<file path="config.mk">
export PLATFORM = sky130hd
export DESIGN_NAME = dsef_top
export DESIGN_NICKNAME = d
export VERILOG_FILES = /design/src/include/dsef_pkg.sv /design/src/verilog/dsef_top.sv /design/src/verilog/dsef_rx_proc.sv /design/src/verilog/dsef_tx_proc.sv
export SDC_FILE = /design/constraint.sdc
export NUM_CORES = 1
export LEC_CHECK = 0
export BUFFER_PORTS_ARGS = -buffer_cell sky130_fd_sc_hd__buf_2
export CAP_MARGIN = 15
export CORE_UTILIZATION = 43
export DETAILED_ROUTE_END_ITERATION = 16
export PLACE_DENSITY = 0.76
export SLEW_MARGIN = 20
export SYNTH_ARGS = -nofsm -noshare
export SYNTH_HDL_FRONTEND = slang
export SYNTH_SLANG_ARGS = --single-unit
</file>
<file path="constraint.sdc">
create_clock -name clk_sys -period 1.1 [get_ports clk_sys]
set_input_delay 0.055 -clock clk_sys [delete_from_list [all_inputs] [get_ports clk_sys]]
set_output_delay 0.055 -clock clk_sys [all_outputs]
set_load 0.03 [all_outputs]
</file>
<file path="src/include/dsef_pkg.sv">
// Constants and types shared by the DMA status event flag logic
package dsef_pkg;

  // Register offsets on the plain register port
  localparam logic [7:0] DSEF_OFS_STATUS  = 8'h28;
  localparam logic [7:0] DSEF_OFS_CLEAR   = 8'h2C;
  localparam logic [7:0] DSEF_OFS_ENABLE  = 8'h38;
  localparam logic [7:0] DSEF_OFS_CONTROL = 8'h3C;

  // Event bit positions in the status word
  localparam int DSEF_B_TX_DONE   = 0;
  localparam int DSEF_B_TX_HALT   = 1;
  localparam int DSEF_B_TX_MISS   = 2;
  localparam int DSEF_B_TX_BABBLE = 3;
  localparam int DSEF_B_TX_STARVE = 5;
  localparam int DSEF_B_RX_DONE   = 6;
  localparam int DSEF_B_RX_MISS   = 7;
  localparam int DSEF_B_RX_HALT   = 8;
  localparam int DSEF_B_RX_WDOG   = 9;
  localparam int DSEF_B_ABN_SUM   = 15;
  localparam int DSEF_B_NRM_SUM   = 16;

  // Control register bit positions
  localparam int DSEF_C_RX_START = 0;
  localparam int DSEF_C_RX_STOP  = 1;
  localparam int DSEF_C_RX_POLL  = 2;
  localparam int DSEF_C_TX_START = 3;
  localparam int DSEF_C_TX_STOP  = 4;
  localparam int DSEF_C_TX_POLL  = 5;
  localparam int DSEF_C_AUTOPOLL = 6;

  // Masks of the event groups and reset values
  localparam logic [9:0]  DSEF_EVT_MASK    = 10'h3EF;
  localparam logic [9:0]  DSEF_NRM_MASK    = 10'h045;
  localparam logic [9:0]  DSEF_ABN_MASK    = 10'h3AA;
  localparam logic [31:0] DSEF_STATUS_RST  = 32'hFC000000;
  localparam logic [31:0] DSEF_ZERO_WORD   = 32'h00000000;
  localparam logic [6:0]  DSEF_CTRL_RST    = 7'h00;
  localparam logic [9:0]  DSEF_EVT_RST     = 10'h000;

  // Descriptor list process states
  typedef enum logic [1:0] {
    DSEF_STOPPED,
    DSEF_RUNNING,
    DSEF_SUSPENDED
  } dsef_proc_t;

endpackage

</file>
<file path="src/verilog/dsef_top.sv">
// DMA status event flags with register port, list processes and interrupt
//
// Function
// - Watchdog expiry during foreign carrier sets bit 9
// - Receive entering stopped sets bit 8
// - Host-owned receive descriptor sets bit 7, suspends
// - Receive resumes on poll or recognised frame
// - Bit 7 only after reset or a device-owned fetch
// - Frame received: close descriptor, bit 6, keep running
// - Underflow sets bit 5, suspends, marks status bit 1
// - Jabber sets bit 3, aborts, stops, marks bit 14
// - Host-owned transmit descriptor sets bit 2, suspends
// - Transmit resumes on poll or auto polling
// - Transmit entering stopped sets bit 1
// - Frame sent sets bit 0 if control bit 31
// - Reads keep flags; writing one clears flag
// - Bit 16 ORs unmasked normal flags
// - Bit 15 ORs unmasked abnormal flags
//
// Added by the designer: the address map and the strobed register port.
`timescale 1ns/1ns
`default_nettype none
module dsef_top
  import dsef_pkg::*;
(
  input  wire logic        clk_sys,
  input  wire logic        sys_rst,
  input  wire logic [7:0]  reg_addr,
  input  wire logic [31:0] reg_wdata,
  input  wire logic        reg_wr,
  input  wire logic        reg_rd,
  output logic      [31:0] reg_rdata,
  input  wire logic        rx_watchdog_expired,
  input  wire logic        rx_carrier_active,
  input  wire logic        rx_fetch_done,
  input  wire logic        rx_fetch_owned,
  input  wire logic        rx_frame_seen,
  input  wire logic        rx_frame_complete,
  input  wire logic        tx_fetch_done,
  input  wire logic        tx_fetch_owned,
  input  wire logic        tx_underrun,
  input  wire logic        tx_jabber_expired,
  input  wire logic        tx_frame_complete,
  input  wire logic        tx_desc_control_word_ioc,
  output dsef_proc_t       rx_state,
  output dsef_proc_t       tx_state,
  output logic             rx_desc_close,
  output logic             tx_abort,
  output logic             tx_desc_status_starved,
  output logic             tx_desc_status_babble,
  output logic             irq
);

  // Register port decode
  logic        wr_status;
  logic        wr_clear;
  logic        wr_enable;
  logic        wr_control;
  logic [9:0]  clear_bits;

  // Stored state
  logic [9:0]  events_r;
  logic [9:0]  enable_r;
  logic [6:0]  control_r;
  logic [9:0]  events_nxt;
  logic        nrm_sum_r;
  logic        abn_sum_r;
  logic [31:0] rdata_r;
  logic        irq_r;

  // Command pulses to the list processes
  logic        rx_start_cmd;
  logic        rx_stop_cmd;
  logic        rx_poll_cmd;
  logic        tx_start_cmd;
  logic        tx_stop_cmd;
  logic        tx_poll_cmd;

  // Pulses from the list processes
  logic        rx_halt_evt;
  logic        rx_miss_evt;
  logic        tx_halt_evt;
  logic        tx_miss_evt;

  // Event qualifiers
  logic        rx_run;
  logic        tx_run;
  logic        wdog_evt;
  logic        rx_done_evt;
  logic        starve_evt;
  logic        babble_evt;
  logic        tx_done_evt;
  logic [9:0]  set_bits;

  // Read path
  logic [31:0] rdata_nxt;

  // Word is a 10-bit flag field placed into bits 9:0 of a register word
  function automatic logic [31:0] dsef_widen(input logic [9:0] flags);
    dsef_widen = {22'h000000, flags};
  endfunction

  // Access to a given offset with a given strobe
  function automatic logic dsef_hit(input logic [7:0] addr,
                                    input logic [7:0] ofs,
                                    input logic       stb);
    dsef_hit = stb && (addr == ofs);
  endfunction

  // Flag field of a written word, unused bit positions forced to zero
  function automatic logic [9:0] dsef_field(input logic [31:0] data);
    dsef_field = data[9:0] & DSEF_EVT_MASK;
  endfunction

  // One control bit turned into a single-cycle command
  function automatic logic dsef_cmd(input logic        hit,
                                    input logic [31:0] data,
                                    input int          pos);
    dsef_cmd = hit && data[pos];
  endfunction

  // Any flag that is both set and enabled inside one event group
  function automatic logic dsef_any(input logic [9:0] flags,
                                    input logic [9:0] enables,
                                    input logic [9:0] group);
    dsef_any = |(flags & enables & group);
  endfunction

  // Frame, underflow and jabber events count only while their list process is running
  function automatic logic dsef_running(input dsef_proc_t state);
    dsef_running = (state == DSEF_RUNNING);
  endfunction

  // Status word as software sees it: fixed ones, summaries, flags
  function automatic logic [31:0] dsef_status_word(input logic [9:0] flags,
                                                   input logic       nrm,
                                                   input logic       abn);
    logic [31:0] word;
    word                 = DSEF_STATUS_RST | dsef_widen(flags);
    word[DSEF_B_NRM_SUM] = nrm;
    word[DSEF_B_ABN_SUM] = abn;
    dsef_status_word     = word;
  endfunction

  assign wr_status  = dsef_hit(reg_addr, DSEF_OFS_STATUS, reg_wr);
  assign wr_clear   = dsef_hit(reg_addr, DSEF_OFS_CLEAR, reg_wr);
  assign wr_enable  = dsef_hit(reg_addr, DSEF_OFS_ENABLE, reg_wr);
  assign wr_control = dsef_hit(reg_addr, DSEF_OFS_CONTROL, reg_wr);

  // Either the status word or the clear register takes write-one-to-clear
  assign clear_bits = (wr_status || wr_clear) ? dsef_field(reg_wdata) : DSEF_EVT_RST;

  // Control bits that are commands act for one cycle only
  assign rx_start_cmd = dsef_cmd(wr_control, reg_wdata, DSEF_C_RX_START);
  assign rx_stop_cmd  = dsef_cmd(wr_control, reg_wdata, DSEF_C_RX_STOP);
  assign rx_poll_cmd  = dsef_cmd(wr_control, reg_wdata, DSEF_C_RX_POLL);

  // Transmit commands; auto polling is a level and stays in the register
  assign tx_start_cmd = dsef_cmd(wr_control, reg_wdata, DSEF_C_TX_START);
  assign tx_stop_cmd  = dsef_cmd(wr_control, reg_wdata, DSEF_C_TX_STOP);
  assign tx_poll_cmd  = dsef_cmd(wr_control, reg_wdata, DSEF_C_TX_POLL);

  // Receive list process
  dsef_rx_proc u_rx (
    .clk_sys     (clk_sys),
    .sys_rst     (sys_rst),
    .start_cmd   (rx_start_cmd),
    .stop_cmd    (rx_stop_cmd),
    .poll_cmd    (rx_poll_cmd),
    .fetch_done  (rx_fetch_done),
    .fetch_owned (rx_fetch_owned),
    .frame_seen  (rx_frame_seen),
    .state_r     (rx_state),
    .halt_evt_r  (rx_halt_evt),
    .miss_evt_r  (rx_miss_evt)
  );

  // Transmit list process; auto polling resumes it as well as the poll command
  dsef_tx_proc u_tx (
    .clk_sys     (clk_sys),
    .sys_rst     (sys_rst),
    .start_cmd   (tx_start_cmd),
    .stop_cmd    (tx_stop_cmd),
    .poll_cmd    (tx_poll_cmd),
    .auto_poll   (control_r[DSEF_C_AUTOPOLL]),
    .fetch_done  (tx_fetch_done),
    .fetch_owned (tx_fetch_owned),
    .starved     (tx_underrun),
    .babble      (tx_jabber_expired),
    .state_r     (tx_state),
    .halt_evt_r  (tx_halt_evt),
    .miss_evt_r  (tx_miss_evt)
  );

  // Frame, underflow and jabber events only count while their process is running
  assign rx_run      = dsef_running(rx_state);
  assign tx_run      = dsef_running(tx_state);

  // Receive events; the watchdog reflects the line, whatever the process does
  assign wdog_evt    = rx_watchdog_expired && rx_carrier_active;
  assign rx_done_evt = rx_frame_complete && rx_run;

  // Transmit events; jabber wins over an underflow in the same cycle
  assign starve_evt  = tx_underrun && tx_run && !tx_jabber_expired;
  assign babble_evt  = tx_jabber_expired && tx_run;
  assign tx_done_evt = tx_frame_complete && tx_run && tx_desc_control_word_ioc;

  // Gather hardware set requests into the flag layout
  always_comb begin
    set_bits                   = DSEF_EVT_RST;
    // Receive side
    set_bits[DSEF_B_RX_WDOG]   = wdog_evt;
    set_bits[DSEF_B_RX_HALT]   = rx_halt_evt;
    set_bits[DSEF_B_RX_MISS]   = rx_miss_evt;
    set_bits[DSEF_B_RX_DONE]   = rx_done_evt;
    // Transmit side
    set_bits[DSEF_B_TX_STARVE] = starve_evt;
    set_bits[DSEF_B_TX_BABBLE] = babble_evt;
    set_bits[DSEF_B_TX_MISS]   = tx_miss_evt;
    set_bits[DSEF_B_TX_HALT]   = tx_halt_evt;
    set_bits[DSEF_B_TX_DONE]   = tx_done_evt;
  end

  // Set wins over a clear in the same cycle, so no event is lost
  always_comb begin
    events_nxt = events_r & ~clear_bits;
    events_nxt = (events_nxt | set_bits) & DSEF_EVT_MASK;
  end

  // Sticky event flags
  always_ff @(posedge clk_sys) begin
    if (sys_rst) begin
      events_r <= DSEF_EVT_RST;
    end else begin
      events_r <= events_nxt;
    end
  end

  // Interrupt enables, same layout as the flags
  always_ff @(posedge clk_sys) begin
    if (sys_rst) begin
      enable_r <= DSEF_EVT_RST;
    end else if (wr_enable) begin
      enable_r <= dsef_field(reg_wdata);
    end
  end

  // Control word; command bits read back as last written
  always_ff @(posedge clk_sys) begin
    if (sys_rst) begin
      control_r <= DSEF_CTRL_RST;
    end else if (wr_control) begin
      control_r <= reg_wdata[6:0];
    end
  end

  // Normal summary follows the flags one cycle later, like the interrupt line
  always_ff @(posedge clk_sys) begin
    if (sys_rst) begin
      nrm_sum_r <= 1'h0;
    end else begin
      nrm_sum_r <= dsef_any(events_r, enable_r, DSEF_NRM_MASK);
    end
  end

  // Abnormal summary; timer, early transmit and bus error flags are not kept here
  always_ff @(posedge clk_sys) begin
    if (sys_rst) begin
      abn_sum_r <= 1'h0;
    end else begin
      abn_sum_r <= dsef_any(events_r, enable_r, DSEF_ABN_MASK);
    end
  end

  // Level interrupt, high while any enabled flag is set
  always_ff @(posedge clk_sys) begin
    if (sys_rst) begin
      irq_r <= 1'h0;
    end else begin
      irq_r <= dsef_any(events_r, enable_r, DSEF_EVT_MASK);
    end
  end

  // Read multiplexer; the clear register and unmapped offsets read zero
  always_comb begin
    rdata_nxt = DSEF_ZERO_WORD;
    if (reg_rd) begin
      case (reg_addr)
        DSEF_OFS_STATUS: begin
          rdata_nxt = dsef_status_word(events_r, nrm_sum_r, abn_sum_r);
        end
        DSEF_OFS_ENABLE:  rdata_nxt = dsef_widen(enable_r);
        DSEF_OFS_CONTROL: rdata_nxt = {25'h0000000, control_r};
        default:          rdata_nxt = DSEF_ZERO_WORD;
      endcase
    end
  end

  // Read data stand only in the cycle after the read strobe; reads clear nothing
  always_ff @(posedge clk_sys) begin
    if (sys_rst) begin
      rdata_r <= DSEF_ZERO_WORD;
    end else begin
      rdata_r <= rdata_nxt;
    end
  end

  // Receive descriptor close, registered so the output comes from a flop
  always_ff @(posedge clk_sys) begin
    if (sys_rst) begin
      rx_desc_close <= 1'h0;
    end else begin
      rx_desc_close <= rx_done_evt;
    end
  end

  // Abort of the frame on the wire after a jabber expiry
  always_ff @(posedge clk_sys) begin
    if (sys_rst) begin
      tx_abort <= 1'h0;
    end else begin
      tx_abort <= babble_evt;
    end
  end

  // Underflow mark for the transmit status word
  always_ff @(posedge clk_sys) begin
    if (sys_rst) begin
      tx_desc_status_starved <= 1'h0;
    end else begin
      tx_desc_status_starved <= starve_evt;
    end
  end

  // Jabber mark for the transmit status word
  always_ff @(posedge clk_sys) begin
    if (sys_rst) begin
      tx_desc_status_babble <= 1'h0;
    end else begin
      tx_desc_status_babble <= babble_evt;
    end
  end

  // Register outputs straight from their flops
  assign reg_rdata = rdata_r;
  assign irq       = irq_r;

endmodule // dsef_top
`default_nettype wire

</file>
<file path="src/verilog/dsef_rx_proc.sv">
// Receive descriptor list process: stop, run, suspend, resume
`timescale 1ns/1ns
`default_nettype none
module dsef_rx_proc
  import dsef_pkg::*;
(
  input  wire logic       clk_sys,
  input  wire logic       sys_rst,
  input  wire logic       start_cmd,
  input  wire logic       stop_cmd,
  input  wire logic       poll_cmd,
  input  wire logic       fetch_done,
  input  wire logic       fetch_owned,
  input  wire logic       frame_seen,
  output dsef_proc_t      state_r,
  output logic            halt_evt_r,
  output logic            miss_evt_r
);

  logic prev_owned_r;

  // Process state; a recognised frame or a poll wakes a suspended list
  always_ff @(posedge clk_sys) begin
    if (sys_rst) begin
      state_r <= DSEF_STOPPED;
    end else begin
      case (state_r)
        DSEF_STOPPED:   if (start_cmd) state_r <= DSEF_RUNNING;
        DSEF_RUNNING: begin
          if (stop_cmd) state_r <= DSEF_STOPPED;
          else if (fetch_done && !fetch_owned) state_r <= DSEF_SUSPENDED;
        end
        DSEF_SUSPENDED: begin
          if (stop_cmd) state_r <= DSEF_STOPPED;
          else if (poll_cmd || frame_seen) state_r <= DSEF_RUNNING;
        end
        default:        state_r <= DSEF_STOPPED;
      endcase
    end
  end

  // Event pulses; a missing buffer is reported once per run of host-owned fetches
  always_ff @(posedge clk_sys) begin
    if (sys_rst) begin
      halt_evt_r   <= 1'h0;
      miss_evt_r   <= 1'h0;
      prev_owned_r <= 1'h1;
    end else begin
      halt_evt_r <= stop_cmd && (state_r != DSEF_STOPPED);
      miss_evt_r <= (state_r == DSEF_RUNNING) && !stop_cmd && fetch_done && !fetch_owned
                    && prev_owned_r;
      if (fetch_done) prev_owned_r <= fetch_owned;
    end
  end

endmodule // dsef_rx_proc
`default_nettype wire

</file>
<file path="src/verilog/dsef_tx_proc.sv">
// Transmit descriptor list process: stop, run, suspend, resume
`timescale 1ns/1ns
`default_nettype none
module dsef_tx_proc
  import dsef_pkg::*;
(
  input  wire logic       clk_sys,
  input  wire logic       sys_rst,
  input  wire logic       start_cmd,
  input  wire logic       stop_cmd,
  input  wire logic       poll_cmd,
  input  wire logic       auto_poll,
  input  wire logic       fetch_done,
  input  wire logic       fetch_owned,
  input  wire logic       starved,
  input  wire logic       babble,
  output dsef_proc_t      state_r,
  output logic            halt_evt_r,
  output logic            miss_evt_r
);

  logic running;
  logic babble_hit;

  assign running    = (state_r == DSEF_RUNNING);
  assign babble_hit = babble && running;

  // Process state; jabber forces stopped, underflow and no descriptor suspend
  always_ff @(posedge clk_sys) begin
    if (sys_rst) begin
      state_r <= DSEF_STOPPED;
    end else begin
      case (state_r)
        DSEF_STOPPED:   if (start_cmd) state_r <= DSEF_RUNNING;
        DSEF_RUNNING: begin
          if (stop_cmd || babble) state_r <= DSEF_STOPPED;
          else if (starved) state_r <= DSEF_SUSPENDED;
          else if (fetch_done && !fetch_owned) state_r <= DSEF_SUSPENDED;
        end
        DSEF_SUSPENDED: begin
          if (stop_cmd) state_r <= DSEF_STOPPED;
          else if (poll_cmd || auto_poll) state_r <= DSEF_RUNNING;
        end
        default:        state_r <= DSEF_STOPPED;
      endcase
    end
  end

  // One-cycle event pulses toward the status flags
  always_ff @(posedge clk_sys) begin
    if (sys_rst) begin
      halt_evt_r <= 1'h0;
      miss_evt_r <= 1'h0;
    end else begin
      halt_evt_r <= (stop_cmd && state_r != DSEF_STOPPED) || babble_hit;
      miss_evt_r <= running && !stop_cmd && !babble && !starved
                    && fetch_done && !fetch_owned;
    end
  end

endmodule // dsef_tx_proc
`default_nettype wire

</file>
==> flow_summary.toml, run 1 <==
[cts]
cts_made_buffers = 5
cts_buffer_depth = 2
htree_levels = 2
clock_latency_ns = 0.30
clk_root_buffer_cell = "clkbuf_8"
clk_pin_slew_ns = 0.09
cts_sinks = 53
cts_tree = "done"

[drt]
drt-wirelength-per-cell_um = 13.3
drt_first_pass_iters = 4
avgViaCountPerCell = 4.96
drtIter0Drc = 99
routed_wl_um = 5340
vias = 1990
drc = 0
antenna_left = 0

[power_and_ir_drop]
p_leak_nw = 1.45
ir_drop_v = 0.000874
p_per_area_mw_per_mm2 = 1110

[yosys]
syn_area_per_cell_sq_um = 9.52
synthCells = 245
yosys_warnings = 0
synth_cell_types = 43
yosys-top-cells-count = "dfxtp_1, nor2_1, buf_4, mux2i_1, a21oi_1"
synth_top_cell_area_share_pct = 45.5
synth_most_common_cell = "dfxtp_1"
syn_area_sq_mm = 0.00233
synth-edff-count = 0
ys.flop_type = "dfxtp_1"
synth_area_leaders = "dfxtp_1, mux2i_1, buf_4"
ys_seq_area_share_pct = 45.5
ys_ff_latch = 53
async_flop_share_pct = 0
synth_top_cell_by_area = "dfxtp_1"

[worst_hold_path]
holdPathStages = 3
hold_path.class = "primary input to flop"

[setup_path]
cp_data_required_time_ns = 1.34
slowest_delay_ns = 0.50
worstSetupPathType = "flop to flop"
start_kind = "flop"
worstRegToRegCells = 3
r2r_end = "u_rx.state_r[0]$_SDFFE_PP0P_"
crit_fanout = 2
endpoint = "u_rx.state_r[0]$_SDFFE_PP0P_"
crit_path_end_kind = "flop"
crit_slowest_cell = "or4_1"
r2r-start = "u_rx.state_r[0]$_SDFFE_PP0P_"
worst_ep_arrival_time_ns = 1.39
crit_start = "u_rx.state_r[0]$_SDFFE_PP0P_"
crit_chain = "or4_1 -> a2bb2oi_1 -> mux2i_1"
reg2reg_slack_ns = -0.05

[die]
io_pins = 97
die_h_um = 75.7
rows = 26
start_util_pct = 45.1
fp.dieW_um = 75.7
die-area_sq_mm = 0.00573
core_area_sq_mm = 0.00517

[sta]
rsz0062_at_grt = "yes"
timing.fmax_ghz = 0.866
max-slew-margin-rel_pct = 66.9
setup_ws_ns = -0.0544
slew_violations = 0
worst_pin_slew_ns = 0.493
final-hold-violation-count = 0
fin_crit_ns = 1.15
finalSetupTns_ns = -0.0833
setup_violations = 2
post-route-period-util_pct = 105
fin_skew_ns = 0.00601

[global_routing]
gr-usage-all-layers_pct = 20.8
grt_pass1_wl_um = 8880
grt_remaining_overflow = 0
grt_pass1_vias = 1916
antenna_found_initial = 0
grt_start_max_net_pins = 16

[cells_and_area]
diodes = 0
drive_above_1_share_pct = 40.2
final_design_area_no_fill_sq_mm = 0.00301
syn2layout_area_growth_pct = 29.1
nets = 386
final_cells = 401
finish.utilization_pct = 58.2

[placement]
place_congestion = 0.825
hpwlAfterDp_um = 4130
dpl-instance-area_sq_mm = 0.00284
dp_cells = 390
portBuffers = 60
pre_cts_slack_ns = -0.290

[run_status]
status = "finished, violations left"
violations = "negative setup slack"

[flow_run]
cap_violations = 0
==> cell families after synthesis <==
group / after synthesis / synth area share, %
compound gates: 41 / 12.1
buf+inv: 44 / 11.9
flops: 53 / 45.5
mux: 23 / 9.87
other cells: 1 / 0.161
simple gates: 83 / 20.5
==> metrics by stage <==
step	hold WS, ns	total power [mW]
floorplan	0.132	2.17
CTS	0.00291	3.36
global placement	0.270	2.27
detailed placement	0.267	2.27
global route	0.0114	3.50
finish	0.00384	3.35
==> sequential cells by signal, summed over array words and instances, names as in the netlist <==
| signal | count |
|---|---|
| reg_rdata | 13 |
| enable_r | 9 |
| events_r | 9 |
| control_r | 7 |
| u_rx.state_r | 2 |
| u_tx.state_r | 2 |
| abn_sum_r | 1 |
| irq | 1 |
| nrm_sum_r | 1 |
| rx_desc_close | 1 |
| tx_desc_status_babble | 1 |
| tx_desc_status_starved | 1 |
| u_rx.halt_evt_r | 1 |
| u_rx.miss_evt_r | 1 |
| u_rx.prev_owned_r | 1 |
| u_tx.halt_evt_r | 1 |
| u_tx.miss_evt_r | 1 |
==> worst min-delay path by stage <==
| stage | startpoint | to |
|---|---|---|
| after floorplan | tx_underrun | u_tx.miss_evt_r$_SDFF_PP0_ |
| after global placement | tx_underrun | u_tx.miss_evt_r$_SDFF_PP0_ |
| after detailed placement | tx_underrun | u_tx.miss_evt_r$_SDFF_PP0_ |
| after CTS | rx_fetch_done | u_rx.prev_owned_r$_SDFFE_PP1P_ |
| after global routing | rx_frame_seen | u_rx.state_r[1]$_SDFFE_PP0P_ |
| final | rx_fetch_done | u_rx.prev_owned_r$_SDFFE_PP1P_ |
==> cell type report <==
type | count | area, sq um
fillers | 464 | 2160
repair buffers | 97 | 611
inverters | 12 | 45.0
clock buffers | 8 | 90.1
well taps | 70 | 87.6
flip-flops and latches | 53 | 1070
multi-input cells | 161 | 1110
==> power breakdown <==
part,switching (mW),total [mW],internal (mW)
sequential,0.00326,1.92,1.92
clock,0.597,1.11,0.514
combinational,0.193,0.316,0.123
==> cells in the final DEF (no fill, tap or decap), drive strengths merged, types with 4 or more instances in the layout <==
cell type	n
nand4	4
a21oi	17
buf	95
dfxtp	53
nand4b	5
mux2i	23
clkbuf	8
inv	12
conb	14
nor2	38
nand2	8
o21ai	9
nor3b	7
a22oi	4
==> worst max-delay path, delay by kind of cell (launching register included) <==
kind	cells	cell delay [ns]
and+or+nand+nor	1	0.50
AOI/OAI and AO/OA	1	0.14
muxes	1	0.12
DFF	1	0.33
==> layer usage <==
metal | wire, um | vias up | global-route usage [%]
met5 | 0 | - | 0
met4 | 50 | 0 | 6.38
met3 | 261 | 6 | 4.89
met2 | 2600 | 69 | 35.9
met1 | 2430 | 931 | 25.9
li1 | - | 984 | -
==> what timing repair did <==
| action | in CTS | in global routing |
|---|---|---|
| hold endpoints to repair | 2 | 0 |
| pin swaps | 5 | 3 |
| setup buffers | 1 | 0 |
| hold buffers | 2 | 0 |
| gates resized for setup | 3 | 13 |
| setup endpoints to repair | 3 | 11 |
No activity file was read; power rests on OpenSTA's default activity.
==> run 2, diff against run 1 <==
--- a/config.mk
+++ b/config.mk
@@ -5,6 +5,7 @@
 export SDC_FILE = /design/constraint.sdc
 export NUM_CORES = 1
 export LEC_CHECK = 0
+export ABC_AREA = 1
 export BUFFER_PORTS_ARGS = -buffer_cell sky130_fd_sc_hd__buf_2
 export CAP_MARGIN = 15
 export CORE_UTILIZATION = 43
==> flow_summary.toml, run 2 <==
[placement]
place_congestion = 0.863
pre_cts_slack_ns = -0.158
hpwlAfterDp_um = 4210
dpl-instance-area_sq_mm = 0.00277
portBuffers = 60
dp_cells = 443

[setup_path]
worstSetupPathType = "flop to flop"
start_kind = "flop"
critPathBufInv = 2
crit_family = "simple AND/OR/NAND/NOR gates"
critical_path_depth = 7
reg2reg_slack_ns = 0.02
crit_slowest_cell = "dfxtp_2"
crit_top_cell = "nand3_1"
r2r_end = "u_tx.state_r[1]$_SDFFE_PP0P_"
r2r-start = "u_tx.state_r[1]$_SDFFE_PP0P_"
worstRegToRegCells = 7
crit_path_end_kind = "flop"
cp_data_required_time_ns = 1.34
worst_ep_arrival_time_ns = 1.33
crit_fanout = 3
slowest_delay_ns = 0.35
crit_chain = "inv_2 -> buf_4 -> nor3_2 -> nand3_1 -> nand3_1 -> nand2_1 -> a21oi_2"

[global_routing]
grt_pass1_vias = 1960
grt_pass1_wl_um = 8850
grt_remaining_overflow = 0
grt_start_max_net_pins = 33
gr-usage-all-layers_pct = 21.2
antenna_found_initial = 0

[drt]
vias = 2242
antenna_left = 0
avgViaCountPerCell = 4.92
drtIter0Drc = 124
drc = 0
routed_wl_um = 5620
drt-wirelength-per-cell_um = 12.3
drt_first_pass_iters = 5

[yosys]
yosys-top-cells-count = "nand2_1, dfxtp_1, a21oi_1"
ys.flop_type = "dfxtp_1"
synth_top_cell_by_area = "dfxtp_1"
yosys_warnings = 0
synthCells = 300
synth-edff-count = 0
synth_area_leaders = "dfxtp_1, nand2_1, buf_4"
ys_seq_area_share_pct = 46.3
syn_area_sq_mm = 0.00229
async_flop_share_pct = 0
synth_top_cell_area_share_pct = 46.3
synth_most_common_cell = "nand2_1"
syn_area_per_cell_sq_um = 7.64
synth_cell_types = 32
ys_ff_latch = 53

[power_and_ir_drop]
p_leak_nw = 1.34
ir_drop_v = 0.000769
p_int_mw = 2.84
p_sw_share_pct = 29.0
pwr-share-comb_pct = 18.9
p_total_mw = 4.00
seqPwrFrac_pct = 51.5
p_switching_mw = 1.16
clock_power_share_pct = 29.6
p_per_area_mw_per_mm2 = 1360

[cts]
cts_tree = "done"
clk_pin_slew_ns = 0.09
clk_root_buffer_cell = "clkbuf_8"
cts_buffer_depth = 2
clock_latency_ns = 0.31
cts_made_buffers = 5
cts_sinks = 53
htree_levels = 2

[flow_run]
cap_violations = 0

[sta]
slew_violations = 0
fin_skew_ns = 0.00795
fin_crit_ns = 1.08
setup_violations = 0
final-hold-violation-count = 0
post-route-period-util_pct = 98.5
setup_ws_ns = 0.0161
finalSetupTns_ns = 0
timing.fmax_ghz = 0.923
rsz0062_at_grt = "yes"

[cells_and_area]
nets = 441
final_common_cell = "nand2_1"
diodes = 0
largest_reg_flops = 13
final_design_area_no_fill_sq_mm = 0.00295
syn2layout_area_growth_pct = 28.7
final_cell_mix = "nand2_1, buf_2, dfxtp_1, a21oi_1, buf_4"
drive_above_1_share_pct = 32.1
final_cells = 456
nFillCells = 500

[die]
core_area_sq_mm = 0.00511
io_pins = 97
die-area_sq_mm = 0.00563
fp.dieW_um = 75.0
die_h_um = 75.0
start_util_pct = 44.9
rows = 26

[run_status]
status = "completed"

[worst_hold_path]
hold_path.class = "primary input to flop"
hold_path_end = "events_r[9]$_SDFF_PP0_"
hp-start = "rx_carrier_active"
holdPathStages = 3
[run 2: cell count changes in the layout (fill, tap and decap cells not counted), moves of 4 or more]
cell      previous run  this run
nand2_1              7        83
o21ai_0              8         3
nand4b_1             5         0
nor2_1              35        19
nand4_1              1         9
buf_4               34        26
mux2i_1             23         0
nor3b_2              4         0
nand3_1              1        22
inv_1               12        19
a21oi_1             17        28
[run 2: worst register-to-register path, cell delays in order (launching register included)]
cell,delay (ns)
dfxtp_2,0.35
inv_2,0.04
buf_4,0.14
nor3_2,0.11
nand3_1,0.14
nand3_1,0.09
nand2_1,0.06
a21oi_2,0.10
[run 2: repair_timing]
item	in CTS	in global routing
endpoints found under the hold margin	2	0
endpoints found under the setup margin	1	8
gates resized for setup	0	10
hold buffers	4	0
buffers inserted	1	0
pin swaps	1	2
[run 2: through the flow]
stage	utilization, %	hold WS, ns
final	57.8	0.00655
after global routing	57.8	0.0157
after CTS	57.2	0.00453
after detailed placement	54.3	0.256
after global placement	54.3	0.259
after floorplan	-	0.132
[run 2: worst max-delay path by stage]
stage	startpoint	end	slack [ns]
2_1_floorplan	u_rx.state_r[1]$_SDFFE_PP0P_	u_rx.state_r[0]$_SDFFE_PP0P_	0.008
3_3_place_gp	reg_addr[6]	u_tx.state_r[1]$_SDFFE_PP0P_	-0.11
3_5_place_dp	reg_addr[6]	u_tx.state_r[1]$_SDFFE_PP0P_	-0.16
4_1_cts	u_tx.state_r[1]$_SDFFE_PP0P_	u_tx.state_r[1]$_SDFFE_PP0P_	0.008
5_1_grt	u_tx.state_r[1]$_SDFFE_PP0P_	u_tx.state_r[1]$_SDFFE_PP0P_	-0.09
6_report	u_tx.state_r[1]$_SDFFE_PP0P_	u_tx.state_r[1]$_SDFFE_PP0P_	0.02
[run 2: cell type report]
cell class | count | area (sq um) | share of cell area [%]
Clock inverter | 1 | 5.00 | 0.170
Multi-Input combinational cell | 210 | 1030 | 35.1
Timing Repair Buffer | 92 | 576 | 19.5
Clock buffer | 7 | 96.3 | 3.26
Tap cell | 70 | 87.6 | 2.97
Sequential cell | 53 | 1070 | 36.1
Inverter | 23 | 86.3 | 2.92
[run 2: kinds of logic (layout without fill, tap and decap cells)]
| logic type | after synthesis | after routing | share of synthesized area, % |
|---|---|---|---|
| simple gates | 153 | 153 | 30.7 |
| flops | 53 | 53 | 46.3 |
| buf+inv | 50 | 123 | 11.9 |
| compound gates | 43 | 43 | 10.9 |
| other cells | 1 | 14 | 0.164 |
[run 2: per-layer routing]
layer  share of wire (%)  GRT usage, %
met2                  48          35.6
met3                 6.0          4.95
met5                   0             0
met4                 1.4          8.18
met1                  44          26.4
[run 2: power groups by stage]
| stage | Clock (mW) | Sequential (mW) | Combinational [mW] |
|---|---|---|---|
| final | 1.18 | 2.06 | 0.755 |
| after global routing | 1.28 | 2.07 | 0.827 |
| after CTS | 1.19 | 2.05 | 0.713 |
| after detailed placement | 0 | 2.10 | 0.681 |
| after global placement | 0 | 2.10 | 0.670 |
| after floorplan | 0 | 2.17 | 0.402 |
